<file path="config.mk">
export PLATFORM = sky130hd
export DESIGN_NAME = spike_regs
export DESIGN_NICKNAME = d
export VERILOG_FILES = /design/src/spike_pkg.sv /design/src/pin_sync.sv /design/src/spike_filter.sv /design/src/spike_regs.sv
export SDC_FILE = /design/constraint.sdc
export NUM_CORES = 1
export LEC_CHECK = 0
export BUFFER_PORTS_ARGS = -buffer_cell sky130_fd_sc_hd__buf_2
export CAP_MARGIN = 30
export CORE_ASPECT_RATIO = 0.8
export CORE_MARGIN = 8
export CORE_UTILIZATION = 34
export DETAILED_ROUTE_END_ITERATION = 10
export PLACE_DENSITY = 0.53
export SYNTH_ARGS = -nofsm -noshare
export SYNTH_HDL_FRONTEND = slang
export SYNTH_SLANG_ARGS = --single-unit
</file>
<file path="constraint.sdc">
create_clock -name i_mclk -period 5.05 [get_ports i_mclk]
set_input_delay 1.01 -clock i_mclk [delete_from_list [all_inputs] [get_ports i_mclk]]
set_output_delay 1.01 -clock i_mclk [all_outputs]
set_load 0.1 [all_outputs]
</file>
<file path="src/spike_pkg.sv">
// Package: register map, field layout, reset values and constants
//------------------------------------------------------------------
// What this block does
// - Keep an 8-bit spike limit, reset 7; suppress SCL/SDA pulses not longer.
// - Spike limit register sits at 0xa0; bits 31:8 reserved.
// - Spike limit writes take effect only while controller enable bit 0 is clear.
// - A written spike limit below one stores one instead.
// - Reading 0xa8 clears restart flag, raw status bit 12; reads bit 0 zero.
// - Component parameter register at 0xf4 reads all zeros.
// - Component version register at 0xf8 returns a fixed constant.
// - Component type register at 0xfc: two letter bytes plus 16-bit number.
//------------------------------------------------------------------
package spike_pkg;
  localparam logic [7:0] OFS_ENABLE     = 8'h6c;
  localparam logic [7:0] OFS_RAW_STATUS = 8'h34;
  localparam logic [7:0] OFS_INT_MASK   = 8'h30;
  localparam logic [7:0] OFS_INT_STATUS = 8'h2c;
  localparam logic [7:0] OFS_SPIKE      = 8'ha0;
  localparam logic [7:0] OFS_RST_CLEAR  = 8'ha8;
  localparam logic [7:0] OFS_COMP_PARAM = 8'hf4;
  localparam logic [7:0] OFS_COMP_VER   = 8'hf8;
  localparam logic [7:0] OFS_COMP_TYPE  = 8'hfc;
  localparam int         SPIKE_W        = 8;
  localparam logic [7:0] SPIKE_RESET    = 8'h07;
  localparam logic [7:0] SPIKE_MIN      = 8'h01;
  localparam int         RESTART_BIT    = 12;
  localparam int         ENABLE_BIT     = 0;
  localparam int         EV_W           = 13;
  // Event bits in status and mask registers
  localparam int         EV_RESTART     = 12;
  localparam int         EV_SCL_SPIKE   = 1;
  localparam int         EV_SDA_SPIKE   = 0;
  // Arbitrary neutral identity values
  localparam logic [31:0] COMP_VER_VALUE  = 32'h0001_0000;
  localparam logic [31:0] COMP_TYPE_VALUE = 32'h5858_0001;
endpackage

</file>
<file path="src/pin_sync.sv">
// Two-flop synchroniser for one external line
`timescale 1ns/1ps
module pin_sync
(
  input  wire logic i_mclk,
  input  wire logic i_reset,
  input  wire logic i_pin,
  output logic      o_sync
);
  logic meta_r;

  // Second flop only reads the first
  always_ff @(posedge i_mclk or posedge i_reset)
  begin
    if (i_reset)
    begin
      meta_r <= 1'b1;
      o_sync <= 1'b1;
    end
    else
    begin
      meta_r <= i_pin;
      o_sync <= meta_r;
    end
  end
endmodule

</file>
<file path="src/spike_filter.sv">
// Spike filter for one bus line, counting core clocks
`timescale 1ns/1ps
module spike_filter
  import spike_pkg::*;
#(
  parameter int W = SPIKE_W
)
(
  input  wire logic         i_mclk,
  input  wire logic         i_reset,
  input  wire logic         i_line,
  input  wire logic [W-1:0] i_limit,
  output logic              o_line,
  output logic              o_spike
);
  logic [W-1:0] cnt_r;
  wire          differs = (i_line != o_line);

  // Line must differ for more than limit cycles to pass
  always_ff @(posedge i_mclk or posedge i_reset)
  begin
    if (i_reset)
    begin
      cnt_r   <= '0;
      o_line  <= 1'b1;
      o_spike <= 1'b0;
    end
    else
    begin
      o_spike <= 1'b0;
      if (differs && cnt_r >= i_limit)
      begin
        o_line <= i_line;
        cnt_r  <= '0;
      end
      else if (differs)
        cnt_r <= cnt_r + 1'b1;
      else
      begin
        o_spike <= (cnt_r != '0);
        cnt_r   <= '0;
      end
    end
  end
endmodule

</file>
<file path="src/spike_regs.sv">
// Spike filter limit, restart clear and identity registers on APB
//
// Decided for this implementation: the APB register port.
`timescale 1ns/1ps
module spike_regs
  import spike_pkg::*;
(
  input  wire logic        i_mclk,
  input  wire logic        i_reset,
  input  wire logic        i_psel,
  input  wire logic        i_penable,
  input  wire logic        i_pwrite,
  input  wire logic [7:0]  i_paddr,
  input  wire logic [31:0] i_pwdata,
  output logic [31:0]      o_prdata,
  output logic             o_pready,
  output logic             o_pslverr,
  input  wire logic        i_scl,
  input  wire logic        i_sda,
  input  wire logic        i_restart_event,
  output logic             o_scl_filt,
  output logic             o_sda_filt,
  output logic             o_controller_enable,
  output logic [7:0]       o_spike_length_limit,
  output logic             o_irq
);
  //------------------------------------------------------------------
  // Register state
  //------------------------------------------------------------------
  logic              enable_r;
  logic [7:0]        spike_r;
  logic [EV_W-1:0]   status_r;
  logic [EV_W-1:0]   mask_r;
  logic              access_r;
  logic              scl_s;
  logic              sda_s;
  logic              scl_spike;
  logic              sda_spike;

  //------------------------------------------------------------------
  // Decode
  //------------------------------------------------------------------
  wire        setup   = i_psel && !i_penable;
  // Access edge: ready is sampled high here, so writes land here only
  wire        access  = i_psel && i_penable && access_r;
  wire        wr      = access && i_pwrite;
  wire        rd      = setup && !i_pwrite;
  wire        rd_acc  = access && !i_pwrite;
  wire        hit_en  = (i_paddr == OFS_ENABLE);
  wire        hit_raw = (i_paddr == OFS_RAW_STATUS);
  wire        hit_msk = (i_paddr == OFS_INT_MASK);
  wire        hit_int = (i_paddr == OFS_INT_STATUS);
  wire        hit_spk = (i_paddr == OFS_SPIKE);
  wire        hit_rcl = (i_paddr == OFS_RST_CLEAR);
  wire        hit_par = (i_paddr == OFS_COMP_PARAM);
  wire        hit_ver = (i_paddr == OFS_COMP_VER);
  wire        hit_typ = (i_paddr == OFS_COMP_TYPE);
  wire        mapped  = hit_en | hit_raw | hit_msk | hit_int | hit_spk
                      | hit_rcl | hit_par | hit_ver | hit_typ;
  wire [7:0]  wr_spk  = i_pwdata[7:0];
  wire [7:0]  spk_nxt = (wr_spk < SPIKE_MIN) ? SPIKE_MIN : wr_spk;
  wire        spk_we  = wr && hit_spk && !enable_r;
  wire [EV_W-1:0] ev_set;
  wire [EV_W-1:0] ev_clr;

  // Events: restart and suppressed spikes
  assign ev_set = ({{(EV_W-1){1'b0}}, 1'b0}
                 | ({{(EV_W-1){1'b0}}, i_restart_event} << EV_RESTART)
                 | ({{(EV_W-1){1'b0}}, scl_spike} << EV_SCL_SPIKE)
                 | ({{(EV_W-1){1'b0}}, sda_spike} << EV_SDA_SPIKE));
  // Write-one-to-clear, plus restart clear on read
  assign ev_clr = ((wr && hit_int) ? i_pwdata[EV_W-1:0] : '0)
                | ((rd_acc && hit_rcl) ? (EV_W'(1) << RESTART_BIT)
                                   : '0);

  // Read mux; unlisted bits read zero
  wire [31:0] rd_data =
      hit_en  ? {31'h0000_0000, enable_r} :
      hit_raw ? {19'h0_0000, status_r} :
      hit_msk ? {19'h0_0000, mask_r} :
      hit_int ? {19'h0_0000, status_r & mask_r} :
      hit_spk ? {24'h00_0000, spike_r} :
      hit_rcl ? 32'h0000_0000 :
      hit_par ? 32'h0000_0000 :
      hit_ver ? COMP_VER_VALUE :
      hit_typ ? COMP_TYPE_VALUE : 32'h0000_0000;

  //------------------------------------------------------------------
  // Line synchronisers and filters
  //------------------------------------------------------------------
  pin_sync u_scl_sync
  (
    .i_mclk  (i_mclk),
    .i_reset (i_reset),
    .i_pin   (i_scl),
    .o_sync  (scl_s)
  );
  pin_sync u_sda_sync
  (
    .i_mclk  (i_mclk),
    .i_reset (i_reset),
    .i_pin   (i_sda),
    .o_sync  (sda_s)
  );
  spike_filter u_scl_filt
  (
    .i_mclk  (i_mclk),
    .i_reset (i_reset),
    .i_line  (scl_s),
    .i_limit (spike_r),
    .o_line  (o_scl_filt),
    .o_spike (scl_spike)
  );
  spike_filter u_sda_filt
  (
    .i_mclk  (i_mclk),
    .i_reset (i_reset),
    .i_line  (sda_s),
    .i_limit (spike_r),
    .o_line  (o_sda_filt),
    .o_spike (sda_spike)
  );

  //------------------------------------------------------------------
  // Control registers
  //------------------------------------------------------------------
  always_ff @(posedge i_mclk or posedge i_reset)
  begin
    if (i_reset)
    begin
      enable_r <= 1'b0;
      spike_r  <= SPIKE_RESET;
      mask_r   <= '0;
    end
    else
    begin
      if (wr && hit_en)
        enable_r <= i_pwdata[ENABLE_BIT];
      if (spk_we)
        spike_r <= spk_nxt;
      if (wr && hit_msk)
        mask_r <= i_pwdata[EV_W-1:0];
    end
  end

  // Sticky status: set wins over clear
  always_ff @(posedge i_mclk or posedge i_reset)
  begin
    if (i_reset)
      status_r <= '0;
    else
      status_r <= (status_r & ~ev_clr) | ev_set;
  end

  // APB answer one cycle after setup
  always_ff @(posedge i_mclk or posedge i_reset)
  begin
    if (i_reset)
    begin
      access_r  <= 1'b0;
      o_pready  <= 1'b0;
      o_pslverr <= 1'b0;
      o_prdata  <= '0;
    end
    else
    begin
      access_r  <= setup;
      o_pready  <= setup;
      o_pslverr <= setup && !mapped;
      o_prdata  <= rd ? rd_data : 32'h0000_0000;
    end
  end

  // Mirrors and interrupt
  always_ff @(posedge i_mclk or posedge i_reset)
  begin
    if (i_reset)
    begin
      o_controller_enable  <= 1'b0;
      o_spike_length_limit <= SPIKE_RESET;
      o_irq                <= 1'b0;
    end
    else
    begin
      o_controller_enable  <= enable_r;
      o_spike_length_limit <= spike_r;
      o_irq                <= |(status_r & mask_r);
    end
  end
endmodule

</file>
# After elaboration in Yosys (flattened, before gate mapping)
# Cells that the tools add are included.
# W data, S select, Z words.
[word_totals]
regBits = 102
in_bits = 48
output_inout_bits = 46
[classes]
n_addsub = 2
order_cmp = 3
bitwise_logic = 15
n_reduce_logical = 22
mux = 21
n_eq_ne = 11
[ops]
columns = ["cell", "n"]
rows = [
  ["$mux W31", 10],
  ["$eq A8 B8 Y1 const B", 5],
  ["$mux W8", 5],
  ["$and A13 B13 Y13", 2],
  ["$mux W13", 2],
  ["$or A13 B13 Y13", 2],
  ["$eq A8 B6 Y1 const B", 3],
  ["$add A8 B1 Y8 const B", 2],
  ["$ge A8 B8 Y1", 2],
  ["$reduce_bool A8 Y1", 2],
  ["$logic_and A1 B1 Y1", 15],
  ["$not A13 Y13", 1],
  ["$or A13 B1 Y13", 1],
  ["$or A13 B2 Y13", 1],
  ["$reduce_or A13 Y1", 1],
  ["$eq A8 B7 Y1 const B", 1],
  ["$lt A8 B1 Y1 const B", 1],
  ["$or A1 B1 Y1", 8],
  ["$logic_not A1 Y1", 4],
  ["$mux W1", 4],
  ["$ne A1 B1 Y1", 2],
]

# Longest topological paths before layout
# Gate-level depths: netlist (run 1).
[logic_depth]
depth_word = 11
mapped_depth = 7

# Cells and area by module
# A second synthesis (run 1) with hierarchy kept.
[hier_totals]
cells_unflattened = 411
hier_area_um2 = 4421.7
[by_module_without_submodules]
columns = ["module", "instances", "cells_per_inst", "area_each_um2", "seq_area_each_um2"]
rows = [
  ["spike_regs", 1, 269, 2927.8, 1559.0],
  ["spike_filter", 2, 68, 690.7, 251.5],
  ["pin_sync", 2, 3, 56.3, 52.6],
]

# Least setup slack after synthesis (run 1)
# OpenSTA, ideal clock, no wires.
[synth_timing]
path_type = "input to register"
start = "in i_paddr[4]"
end = "reg spike_r[3]"
stages = 6
n_path_buf = 2
setup_time_ns = 0.125
arrival_ns = 2.339
path_slack_ns = 2.586
cell_sequence = "clkbuf_2 -> nor3b_2 -> and2_4 -> or3b_1 -> buf_6 -> mux2_4"
[synth_between]
elab_chain_len = 3
[synth_lines]
columns = ["element", "line_no", "text"]
rows = [
  ["from (decl)", "spike_regs.sv:13", "input wire logic [7:0] i_paddr,"],
  ["$eq A8 B8 Y1", "spike_regs.sv:53", "wire hit_spk = (i_paddr == OFS_SPIKE);"],
  ["$logic_and A1 B1 Y1 (2 in series)", "spike_regs.sv:62", "wire spk_we = wr && hit_spk && !enable_r;"],
  ["to (signal assigned)", "spike_regs.sv:140", "spike_r <= spk_nxt;"],
  ["to (decl)", "spike_regs.sv:31", "logic [7:0] spike_r;"],
]
# Every way passes these cells.
# A chain may end at the register's enable or synchronous reset.

# Final worst setup path (run 1)
[layout_timing]
start = "in i_paddr[1]"
end = "reg status_r[12]"
[layout_between]
elab_chain_len = 7
[layout_lines]
columns = ["element", "line_no", "text"]
rows = [
  ["$eq A8 B6 Y1 / $eq A8 B8 Y1 (equally long branches)", "spike_regs.sv:52, spike_regs.sv:54", ""],
  ["$logic_and A1 B1 Y1 (on tied branches)", "spike_regs.sv:72, spike_regs.sv:73", ""],
  ["$mux W13 (on tied branches)", "spike_regs.sv:72, spike_regs.sv:73", ""],
  ["$or A13 B13 Y13 (*)", "spike_regs.sv:73", "| ((rd_acc && hit_rcl) ? (EV_W'(1) << RESTART_BIT)"],
  ["$not A13 Y13 (*)", "spike_regs.sv:152", "status_r <= (status_r & ~ev_clr) | ev_set;"],
  ["$and A13 B13 Y13 (*)", "spike_regs.sv:152", ""],
  ["$or A13 B13 Y13 (*)", "spike_regs.sv:152", ""],
  ["to (signal assigned)", "spike_regs.sv:152", ""],
  ["to (decl)", "spike_regs.sv:32", "logic [EV_W-1:0] status_r;"],
]
# Every way passes the cells marked *; elsewhere a longest branch is shown, timed or not.

==> flow_metrics.py, run 1 <==
metrics = {
    "run_status": {
        "run_status": "finished, final reports clean",
    },
    "floorplan": {
        "fp.dieArea_sq_um": 16200,
        "die_x_um": 140,
        "dieHeight_um": 115,
        "core.rowCount": 36,
        "count_of_boundary_i_o_pins": 94,
        "floorplan.core_area_sq_um": 12100,
        "initial_utilization_pct": 34.6,
    },
    "worst_setup_path": {
        "crit_path_class": "in2reg",
        "r2r-end": "u_sda_filt.cnt_r[5]$_DFF_PP0_",
        "critPathMaxFanout": 9,
        "ff2ff_setup_slack_ns": 2.90,
        "worst_r2r_startpoint": "spike_r[1]$_DFFE_PP1P_",
        "worst_setup_path_start_kind": "input pin",
        "r2r.worst_path.cells": 6,
        "critPathCapture": "status_r[12]$_DFF_PP0_",
        "timing.critical_path.from": "i_paddr[1]",
        "worst_setup_path_end_kind": "flip-flop",
        "worst_ep_arrival_time_ns": 2.82,
        "worst-endpoint-required_ns": 5.28,
    },
    "cells_and_area": {
        "drive_gt1_share_pct": 29.5,
        "stdcell_count": 592,
        "finish.net_count": 503,
        "design_area_sq_um": 4930,
        "fillers": 1136,
        "syn_to_final_growth_pct": 17.6,
        "antennaDiodeCount": 0,
    },
    "clock_network": {
        "cts_root_buffer": "sky130_fd_sc_hd__clkbuf_16",
        "ctsHtreeMaxLevel": 3,
        "holdBufCountCts": 0,
        "cts_sinks": 86,
        "clock_insertion_delay_worst_skew_ns": 0.34,
        "clock_tree_from_tritoncts": "done",
        "post_cts_sizing": 0,
        "cts.clk_slew.worst_paths_ns": 0.06,
        "postCtsSetupRepairBufs": 0,
        "maximum_clock_insertion_buffer_count": 2,
        "numCtsBuffers": 9,
    },
    "route": {
        "firstDrtPassIters": 5,
        "post-route-drc-count": 0,
        "ant_nets": 0,
        "vias_per_cell": 5.13,
        "drt-initial-drc-count": 288,
        "avgRoutedWirePerCell_um": 16.4,
        "num_vias": 3038,
        "finalWirelength_mm": 9.73,
    },
    "synth": {
        "ys_dominant_reg_cell": "sky130_fd_sc_hd__dfrtp_1",
        "synth_async_sr_flop_share_pct": 100,
        "top_post_synthesis_cells_by_count": "sky130_fd_sc_hd__dfrtp_1, sky130_fd_sc_hd__nor2_1, sky130_fd_sc_hd__nand2_1, sky130_fd_sc_hd__nand3_1",
        "post_synth_inst_count": 374,
        "synthesis.yosys.warnings": 0,
        "synth.distinct_cells": 55,
        "yosys.cell_count.top_type": "sky130_fd_sc_hd__dfrtp_1",
        "number_of_register_bits_inferred_by_synthesis": 86,
        "ys_top_cells_by_area": "sky130_fd_sc_hd__dfrtp_1, sky130_fd_sc_hd__dfstp_2, sky130_fd_sc_hd__ha_1, sky130_fd_sc_hd__mux2_2, sky130_fd_sc_hd__buf_4",
        "synth_top_area_share_pct": 44.2,
        "synth_area_sq_um": 4190,
        "synthesis.area_per_instance_sq_um": 11.2,
        "synth_enable_flop_cells": 0,
        "cell_taking_the_most_area_after_synthesis": "sky130_fd_sc_hd__dfrtp_1",
        "synth.yosys.seq_area_share_pct": 51.7,
    },
    "hold_path": {
        "timing.hold.worst_path_depth": 0,
        "holdCritPathClass": "reg2reg",
    },
    "placement": {
        "gp_routability_congestion": 0.831,
        "dp.cells": 576,
        "post_dp_cell_area_sq_um": 4580,
        "dp_hpwl_mm": 7.26,
        "numPortBuffers": 62,
    },
    "grt": {
        "gr-usage-all-layers_pct": 12.8,
        "grt.overflow.total": 0,
        "grt_start_max_net_pins": 46,
        "first_global_vias": 3029,
        "grt_pass1_wl_mm": 16.4,
        "grt_antenna_before_repair": 0,
    },
    "power": {
        "power-per-cell-area_nw_per_um2": 322,
        "static-leakage-power_nw": 2.36,
        "max-vdd-ir-drop_uv": 176,
    },
    "sta": {
        "finalClockSkew_ns": 0.00573,
        "drv_slew": 0,
        "setup-tns-final_ns": 0,
        "clock.fmax_mhz": 386,
        "finalSetupViolations": 0,
        "final-hold-violation-count": 0,
        "tightestPinTransition_ns": 0.751,
        "min_period_over_period_pct": 51.3,
        "timing.max_slew.rel_slack_pct": 49.9,
        "setup_repair_after_global_routing_missed_its_margin": "no",
        "finalWorstPathRequiredPeriod_ns": 2.59,
        "fin_worst_hold_slack_ns": 0.355,
    },
    "flow_run": {
        "maxCapViolCount": 0,
    },
}
==> critical path: stages <==
cell and delay [ns]:
sky130_fd_sc_hd__buf_2 0.12, sky130_fd_sc_hd__nor3b_4 0.41, sky130_fd_sc_hd__nand3_1 0.20, sky130_fd_sc_hd__nor2_1 0.57
sky130_fd_sc_hd__buf_6 0.22, sky130_fd_sc_hd__nand2_1 0.06, sky130_fd_sc_hd__a31o_2 0.23
==> flip-flops by register name, summed over array words and instances (netlist names), 8 cells and up <==
name and cells:
spike_r 8, mask_r 13, o_prdata 15, u_scl_filt.cnt_r 8, u_sda_filt.cnt_r 8, status_r 13, o_spike_length_limit 8
==> routing by layer <==
metal,part of all wire (%),global-route usage (%),vias to the layer above
li1,-,-,1427
met1,51,18.5,1508
met2,43,18.2,94
met3,5.2,3.49,9
met4,1.0,3.61,0
met5,0,0,-
==> worst min-delay path by stage <==
stage / end / start / slack (ns)
final: u_sda_sync.o_sync$_DFF_PP1_ / u_sda_sync.meta_r$_DFF_PP1_ / 0.36
after CTS: u_sda_sync.o_sync$_DFF_PP1_ / u_sda_sync.meta_r$_DFF_PP1_ / 0.36
after detailed placement: u_sda_sync.o_sync$_DFF_PP1_ / u_sda_sync.meta_r$_DFF_PP1_ / 0.35
after global routing: u_scl_sync.o_sync$_DFF_PP1_ / u_scl_sync.meta_r$_DFF_PP1_ / 0.36
after floorplan: u_scl_sync.o_sync$_DFF_PP1_ / u_scl_sync.meta_r$_DFF_PP1_ / 0.35
after global placement: u_sda_sync.o_sync$_DFF_PP1_ / u_sda_sync.meta_r$_DFF_PP1_ / 0.35
==> layout make-up <==
type	count	area [sq um]	area share (%)
clock buffers	10	239	4.85
repair buffers	65	337	6.83
flip-flops and latches	86	2170	44.0
multi-input cells	257	1830	37.1
well taps	152	190	3.86
inverters	16	61.3	1.24
clock inverters	6	109	2.21
==> logic make-up (layout without fill, tap and decap cells) <==
family	after synthesis	after routing	synth area share, %
AOI/OAI and AO/OA	61	61	10.3
DFF	86	86	51.7
xor gates and xnor gates	14	14	2.93
adders and majority gates	20	20	5.97
other	1	12	0.0895
muxes	27	27	7.88
and+or+nand+nor	123	123	15.4
buffers and inverters	42	97	5.70
==> where the power goes <==
group,switching (W),internal [W],leakage [nW]
Clock,0.000267,0.000496,0.172
Combinational,0.0000951,0.0000226,1.04
Sequential,0.00000601,0.000699,1.15
Total,0.000368,0.00122,2.36
==> per-stage QoR <==
stage / utilization, % / setup slack [ns] / power, W
global route: 40.7 / 2.31 / 0.00164
detailed placement: 37.8 / 2.13 / 0.000837
global placement: 37.7 / 1.95 / 0.000835
floorplan: - / 1.84 / 0.000813
CTS: 40.7 / 2.47 / 0.00161
finish: 40.7 / 2.46 / 0.00159
==> cells in the final DEF (no fill, tap or decap), drive strengths merged, types with 2 or more instances in the layout <==
cell and n:
dfrtp 74, buf 65, nor2 32, nand2 27
mux2 27, nand3 22, ha 20, inv 15
conb 12, dfstp 12, xor2 11, a21oi 10
a21boi 10, clkbuf 10, nor3 9, and3 9
a22oi 8, o21ai 7, a21o 6, a31oi 6
clkinv 4, nor3b 4, nand4 3, nand2b 3
xnor2 3, a32oi 3, a32o 3, bufinv 3
or3b 2, nor4b 2, and2 2
(Power assumes the default switching activity.)
==> inputs of run 2 (changes only) <==
--- a/config.mk
+++ b/config.mk
@@ -11,7 +11,7 @@
 export CORE_MARGIN = 8
 export CORE_UTILIZATION = 34
 export DETAILED_ROUTE_END_ITERATION = 10
-export PLACE_DENSITY = 0.53
+export PLACE_DENSITY = 0.55
 export SYNTH_ARGS = -nofsm -noshare
 export SYNTH_HDL_FRONTEND = slang
 export SYNTH_SLANG_ARGS = --single-unit
==> constraint.sdc (replaced) <==
create_clock -name i_mclk -period 2.1 [get_ports i_mclk]
set_input_delay 0.42 -clock i_mclk [delete_from_list [all_inputs] [get_ports i_mclk]]
set_output_delay 0.42 -clock i_mclk [all_outputs]
set_load 0.1 [all_outputs]
==> run 2 against run 1 <==
  * First-iteration DRC count decreased by 13%
  * Non-clock buffer count is 25 higher
  * Sequential power rose by 140%
  * Critical path depth decreased by 2
  * Clock-buffer cell count is 5 higher
  * Largest power group is now sequential cells
  * Clock skew decreased by 0.00079 ns
  * Total power rose by 130%
  * Highest routed layer unchanged
  * Combinational power increased to 2.6 times the previous value
  * Final cell count increased by 4.2%
  * Global-route usage increased by 0.37 points
  * Clock power is 110% higher
  * Wire length grew 3.2%
==> flow_metrics.py, run 2 (synthesized netlist as in run 1, its figures left out) <==
metrics = {
    "grt": {
        "grt.overflow.total": 0,
        "gr-usage-all-layers_pct": 13.2,
        "first_global_vias": 3199,
        "grt_pass1_wl_mm": 16.7,
        "grt_start_max_net_pins": 46,
        "grt_antenna_before_repair": 0,
    },
    "route": {
        "route.met3.wl_um": 529,
        "drt-initial-drc-count": 250,
        "route.layer.met1.wl_mm": 4.83,
        "num_vias": 3067,
        "firstDrtPassIters": 4,
        "top_sig_layer": "met4",
        "met2_wire_length_mm": 4.59,
        "avgRoutedWirePerCell_um": 16.3,
        "finalWirelength_mm": 10.0,
        "vias_per_cell": 4.97,
        "ant_nets": 0,
        "post-route-drc-count": 0,
    },
    "cells_and_area": {
        "antennaDiodeCount": 0,
        "area_occupied_by_registers_sq_um": 2170,
        "area_occupied_by_multi_input_gates_sq_um": 1840,
        "max_flop_register": "o_prdata",
        "commonest_non_fill_non_tap_cell_in_the_layout": "sky130_fd_sc_hd__dfrtp_1",
        "finish.net_count": 528,
        "design_area_sq_um": 5130,
        "syn_to_final_growth_pct": 22.4,
        "drive_gt1_share_pct": 33.3,
        "biggestRegsByFlops": "o_prdata: 15 flops, mask_r: 13 flops, status_r: 13 flops",
        "largest_reg_flops": 15,
        "layout_common_cells": "sky130_fd_sc_hd__dfrtp_1, sky130_fd_sc_hd__buf_2, sky130_fd_sc_hd__nor2_1",
        "fillers": 1171,
    },
    "clock_network": {
        "clock_tree_from_tritoncts": "done",
        "numCtsBuffers": 9,
        "cts_sinks": 86,
        "cts.clk_slew.worst_paths_ns": 0.06,
        "maximum_clock_insertion_buffer_count": 2,
        "holdBufCountCts": 0,
        "ctsHtreeMaxLevel": 3,
        "clock_insertion_delay_worst_skew_ns": 0.34,
        "cts_root_buffer": "sky130_fd_sc_hd__clkbuf_16",
    },
    "sta": {
        "finalClockSkew_ns": 0.00494,
        "min_period_over_period_pct": 95.8,
        "setup_repair_after_global_routing_missed_its_margin": "no",
        "clock.fmax_mhz": 497,
        "drv_slew": 0,
        "setup-tns-final_ns": 0,
        "finalWorstPathRequiredPeriod_ns": 2.01,
        "finalSetupViolations": 0,
        "final-hold-violation-count": 0,
    },
    "power": {
        "static-leakage-power_nw": 2.47,
        "combPwrFrac_pct": 8.4,
        "max-vdd-ir-drop_uv": 358,
        "power.share.clock_pct": 44.5,
        "swShare_pct": 23.9,
        "total_switching_power_w": 0.000863,
        "power.share.sequential_pct": 47.1,
        "power-per-cell-area_nw_per_um2": 702,
        "p_int_w": 0.00274,
    },
    "floorplan": {
        "count_of_boundary_i_o_pins": 94,
        "die_x_um": 140,
        "fp.dieArea_sq_um": 16200,
        "dieHeight_um": 115,
        "initial_utilization_pct": 34.6,
        "floorplan.core_area_sq_um": 12100,
        "core.rowCount": 36,
    },
    "placement": {
        "dp_hpwl_mm": 7.63,
        "post_dp_cell_area_sq_um": 4810,
        "gp_routability_congestion": 0.870,
        "numPortBuffers": 62,
    },
    "worst_setup_path": {
        "worst_setup_path_start_kind": "flip-flop",
        "worst_setup_path_end_kind": "flip-flop",
        "crit_path_class": "reg2reg",
        "worst-endpoint-required_ns": 2.37,
        "critPathMaxFanout": 3,
        "worst_ep_arrival_time_ns": 2.28,
    },
    "hold_path": {
        "holdCritPathClass": "in2async",
    },
    "run_status": {
        "run_status": "finished, final reports clean",
    },
    "flow_run": {
        "maxCapViolCount": 0,
    },
}
[run 2: cell types whose count changed in the layout (fill, tap and decap cells not counted), moves of 2 or more]
cell / before / now
sky130_fd_sc_hd__bufinv_16: 3 / 1
sky130_fd_sc_hd__clkbuf_1: 0 / 4
sky130_fd_sc_hd__clkinv_2: 3 / 0
sky130_fd_sc_hd__buf_12: 0 / 4
sky130_fd_sc_hd__buf_4: 2 / 24
[run 2: cell type report]
class	count	share of cell area (%)
clock buffers	15	5.22
flip-flops and latches	86	42.3
repair buffers	90	11.1
multi-input cells	257	35.9
well taps	152	3.71
clock inverters	1	0.585
inverters	16	1.24
[run 2: stage by stage]
stage                     hold slack, ns  worst slack (ns)  cells  util (%)  power [W]
after floorplan                    0.345             0.131    385         -    0.00196
after global placement             0.346            0.0704    600      39.7    0.00203
after detailed placement           0.347            0.0314    600      39.7    0.00203
after CTS                          0.106            0.0192    616      42.2    0.00365
after global routing               0.140            0.0138    617      42.3    0.00373
final                              0.102            0.0887    617      42.3    0.00360
[run 2: worst paths after layout]
check	cells past startpoint	to	slack, ns	start
worst min-delay path	2	o_spike_length_limit[7]$_DFF_PP0_	0.10	i_reset
worst max register to register	5	u_scl_filt.o_line$_DFFE_PP1P_	0.09	spike_r[0]$_DFFE_PP1P_
min in group i_mclk	1	u_sda_sync.meta_r$_DFF_PP1_	0.17	i_sda
worst min register to register	0	u_sda_sync.o_sync$_DFF_PP1_	0.35	u_sda_sync.meta_r$_DFF_PP1_
worst max-delay path	5	u_scl_filt.o_line$_DFFE_PP1P_	0.09	spike_r[0]$_DFFE_PP1P_
max in group asynchronous	3	u_scl_filt.o_line$_DFFE_PP1P_	1.32	i_reset
[run 2: power groups by stage]
stage	combinational (W)	clock, W	sequential [W]
after floorplan	0.000196	0	0.00176
after global placement	0.000302	0	0.00172
after detailed placement	0.000306	0	0.00173
after CTS	0.000306	0.00165	0.00170
after global routing	0.000328	0.00170	0.00170
final	0.000305	0.00160	0.00170
[run 2: metal layers]
layer / vias up / GRT usage, %
met5: - / 0
met1: 1518 / 17.4
met3: 7 / 4.15
met2: 75 / 20.2
met4: 0 / 4.18
li1: 1467 / -
[run 2: worst max-delay path: stages (launching register included)]
cell and delay [ns]:
sky130_fd_sc_hd__dfstp_2 0.53, sky130_fd_sc_hd__ha_1 0.22, sky130_fd_sc_hd__nand2b_1 0.14, sky130_fd_sc_hd__a2111o_1 0.42, sky130_fd_sc_hd__a31oi_2 0.27, sky130_fd_sc_hd__mux2_2 0.36
[run 2: timing repair]
| action | CTS | global route |
|---|---|---|
| setup endpoints to repair | 0 | 16 |
| buffers inserted | 0 | 1 |
| gates resized for setup | 0 | 3 |
==> inputs of run 3 (changes only) <==
--- a/config.mk
+++ b/config.mk
@@ -5,6 +5,7 @@
 export SDC_FILE = /design/constraint.sdc
 export NUM_CORES = 1
 export LEC_CHECK = 0
+export ABC_AREA = 1
 export BUFFER_PORTS_ARGS = -buffer_cell sky130_fd_sc_hd__buf_2
 export CAP_MARGIN = 30
 export CORE_ASPECT_RATIO = 0.8
==> run 3 against run 2 <==
  * Hold slack improved by 0.031 ns
  * Clock skew rose by 0.0018 ns
  * Clock power rose by 4%
  * Total power rose by 2.6%
==> flow_metrics.py, run 3 <==
metrics = {
    "power": {
        "power.share.clock_pct": 45.2,
        "power.share.sequential_pct": 46.1,
        "max-vdd-ir-drop_uv": 402,
        "swShare_pct": 24.6,
        "combPwrFrac_pct": 8.7,
        "power-per-cell-area_nw_per_um2": 702,
        "total_switching_power_w": 0.000909,
        "static-leakage-power_nw": 2.80,
        "p_int_w": 0.00279,
    },
    "sta": {
        "setup-tns-final_ns": 0,
        "drv_slew": 0,
        "finalWorstPathRequiredPeriod_ns": 1.86,
        "finalSetupViolations": 0,
        "setup_ws_ns": 0.244,
        "clock.fmax_mhz": 539,
        "setup_repair_after_global_routing_missed_its_margin": "no",
        "finalClockSkew_ns": 0.00672,
        "final-hold-violation-count": 0,
        "min_period_over_period_pct": 88.4,
    },
    "cells_and_area": {
        "drive_gt1_share_pct": 24.0,
        "layout_common_cells": "sky130_fd_sc_hd__nand2_1, sky130_fd_sc_hd__inv_1, sky130_fd_sc_hd__dfrtp_1",
        "fillers": 1332,
        "largest_reg_flops": 15,
        "area_occupied_by_multi_input_gates_sq_um": 1840,
        "commonest_non_fill_non_tap_cell_in_the_layout": "sky130_fd_sc_hd__nand2_1",
        "area_occupied_by_registers_sq_um": 2170,
        "antennaDiodeCount": 0,
        "max_flop_register": "o_prdata",
        "finish.net_count": 660,
        "biggestRegsByFlops": "o_prdata: 15 flops, mask_r: 13 flops, status_r: 13 flops",
        "syn_to_final_growth_pct": 18.2,
    },
    "placement": {
        "numPortBuffers": 62,
        "dp_hpwl_mm": 8.18,
        "pre_cts_setup_slack_ns": 0.223,
        "gp_routability_congestion": 0.798,
    },
    "synth": {
        "synth_area_sq_um": 4460,
        "ys_dominant_reg_cell": "sky130_fd_sc_hd__dfrtp_1",
        "top_post_synthesis_cells_by_count": "sky130_fd_sc_hd__nand2_1, sky130_fd_sc_hd__inv_1, sky130_fd_sc_hd__dfrtp_1, sky130_fd_sc_hd__nor2_1, sky130_fd_sc_hd__nand3_1",
        "synth_async_sr_flop_share_pct": 100,
        "ys_top_cells_by_area": "sky130_fd_sc_hd__dfrtp_1, sky130_fd_sc_hd__nand2_1, sky130_fd_sc_hd__dfstp_2, sky130_fd_sc_hd__inv_1, sky130_fd_sc_hd__ha_1",
        "cell_taking_the_most_area_after_synthesis": "sky130_fd_sc_hd__dfrtp_1",
        "synth.yosys.seq_area_share_pct": 48.6,
        "synthesis.area_per_instance_sq_um": 8.54,
        "synth.distinct_cells": 34,
        "number_of_register_bits_inferred_by_synthesis": 86,
        "synth_enable_flop_cells": 0,
        "synth_top_area_share_pct": 41.5,
        "synthesis.yosys.warnings": 0,
        "yosys.cell_count.top_type": "sky130_fd_sc_hd__nand2_1",
        "post_synth_inst_count": 522,
    },
    "flow_run": {
        "maxCapViolCount": 0,
    },
    "hold_path": {
        "holdCritPathClass": "in2async",
    },
    "worst_setup_path": {
        "crit_path_class": "reg2reg",
        "worst_setup_path_end_kind": "flip-flop",
        "worst_ep_arrival_time_ns": 2.11,
        "worstPathCellList": "inv_1, ha_1, a21oi_1, o21ai_0, nand2_1, nand3_1, o21ai_0",
        "critical_path.max_stage_delay_ns": 0.53,
        "worst_r2r_startpoint": "spike_r[1]$_DFFE_PP1P_",
        "worst_setup_path_start_kind": "flip-flop",
        "timing.critical_path.from": "spike_r[1]$_DFFE_PP1P_",
        "crit_top_cell": "sky130_fd_sc_hd__o21ai_0",
        "worst-endpoint-required_ns": 2.36,
        "worst_path_max_delay_cell": "sky130_fd_sc_hd__dfstp_2",
        "critPathMaxFanout": 10,
    },
    "grt": {
        "grt_antenna_before_repair": 0,
        "grt.overflow.total": 0,
        "gr-usage-all-layers_pct": 12.9,
        "first_global_vias": 3569,
        "grt_start_max_net_pins": 58,
        "grt_pass1_wl_mm": 17.6,
    },
    "clock_network": {
        "cts_root_buffer": "sky130_fd_sc_hd__clkbuf_16",
        "holdBufCountCts": 0,
        "clock_tree_from_tritoncts": "done",
        "cts_sinks": 86,
        "ctsHtreeMaxLevel": 3,
        "numCtsBuffers": 9,
        "clock_insertion_delay_worst_skew_ns": 0.34,
        "maximum_clock_insertion_buffer_count": 2,
        "cts.clk_slew.worst_paths_ns": 0.06,
    },
    "route": {
        "post-route-drc-count": 0,
        "finalWirelength_mm": 10.8,
        "num_vias": 3540,
        "vias_per_cell": 4.59,
        "firstDrtPassIters": 4,
        "ant_nets": 0,
        "drt-initial-drc-count": 212,
        "avgRoutedWirePerCell_um": 14.0,
    },
    "floorplan": {
        "dieHeight_um": 118,
        "count_of_boundary_i_o_pins": 94,
        "initial_utilization_pct": 34.8,
        "fp.dieArea_sq_um": 17100,
        "core.rowCount": 37,
        "floorplan.core_area_sq_um": 12800,
        "die_x_um": 144,
    },
    "run_status": {
        "run_status": "finished, final reports clean",
    },
}
[run 3: worst paths after layout]
path                                            endpoint  slack, ns  cells after the start
setup / recovery           u_sda_filt.o_line$_DFFE_PP1P_       0.24                      7
hold / removal             u_sda_filt.cnt_r[5]$_DFF_PP0_       0.13                      3
setup reg to reg           u_sda_filt.o_line$_DFFE_PP1P_       0.24                      7
hold reg to reg              u_sda_sync.o_sync$_DFF_PP1_       0.36                      0
max in group asynchronous         spike_r[0]$_DFFE_PP1P_       1.62                      3
min in group i_mclk          u_scl_sync.meta_r$_DFF_PP1_       0.17                      1
[run 3: cell families (layout without fill, tap and decap cells)]
family,Yosys count,in the layout,share of synthesized area (%)
AOI/OAI and AO/OA,86,86,11.1
xor gates and xnor gates,2,2,0.393
adders and majority gates,20,20,5.61
buffers and inverters,108,171,11.2
DFF,86,86,48.6
other,1,12,0.0841
and+or+nand+nor,219,219,23.0
[run 3: layout make-up]
cell class / instances / area share (%)
flip-flops and latches: 86 / 41.1
repair buffers: 72 / 8.02
inverters: 84 / 6.05
clock buffers: 11 / 4.42
well taps: 175 / 4.15
clock inverters: 4 / 1.38
multi-input cells: 339 / 34.9
[run 3: repair_timing]
action	4_1_cts	5_1_grt
setup endpoints to repair	0	1
gates resized for setup	0	1
setup buffers	0	0
[run 3: critical path: cells and delay by family, from the launching register on]
kind | cells | cell delay, ns
DFF | 1 | 0.53
adders and majority gates | 1 | 0.33
buffers and inverters | 1 | 0.10
and+or+nand+nor | 2 | 0.33
AOI/OAI and AO/OA | 3 | 0.49
[run 3: layer usage]
metal	vias to the layer above	wire length [um]	GRT usage, %
met2	99	4630	19.3
met5	-	0	0
li1	1774	-	-
met3	12	843	3.58
met1	1655	5180	17.8
met4	0	137	3.93
[run 3: per-stage QoR]
stage               power [W]  util [%]  cells  hold WS, ns  cell area, sq um
finish                0.00370      41.1    771        0.133              5270
global route          0.00383      41.1    771        0.145              5270
CTS                   0.00373      41.1    771        0.141              5270
detailed placement    0.00206      38.7    756        0.347              4960
global placement      0.00205      38.7    756        0.346              4960
floorplan             0.00199         -    533        0.345              4500
[run 3: power by group through the flow]
stage	Sequential, W	Clock (W)	Combinational [W]
after global placement	0.00173	0	0.000321
after detailed placement	0.00173	0	0.000326
after CTS	0.00170	0.00170	0.000327
after floorplan	0.00176	0	0.000228
final	0.00170	0.00167	0.000322
after global routing	0.00171	0.00177	0.000354
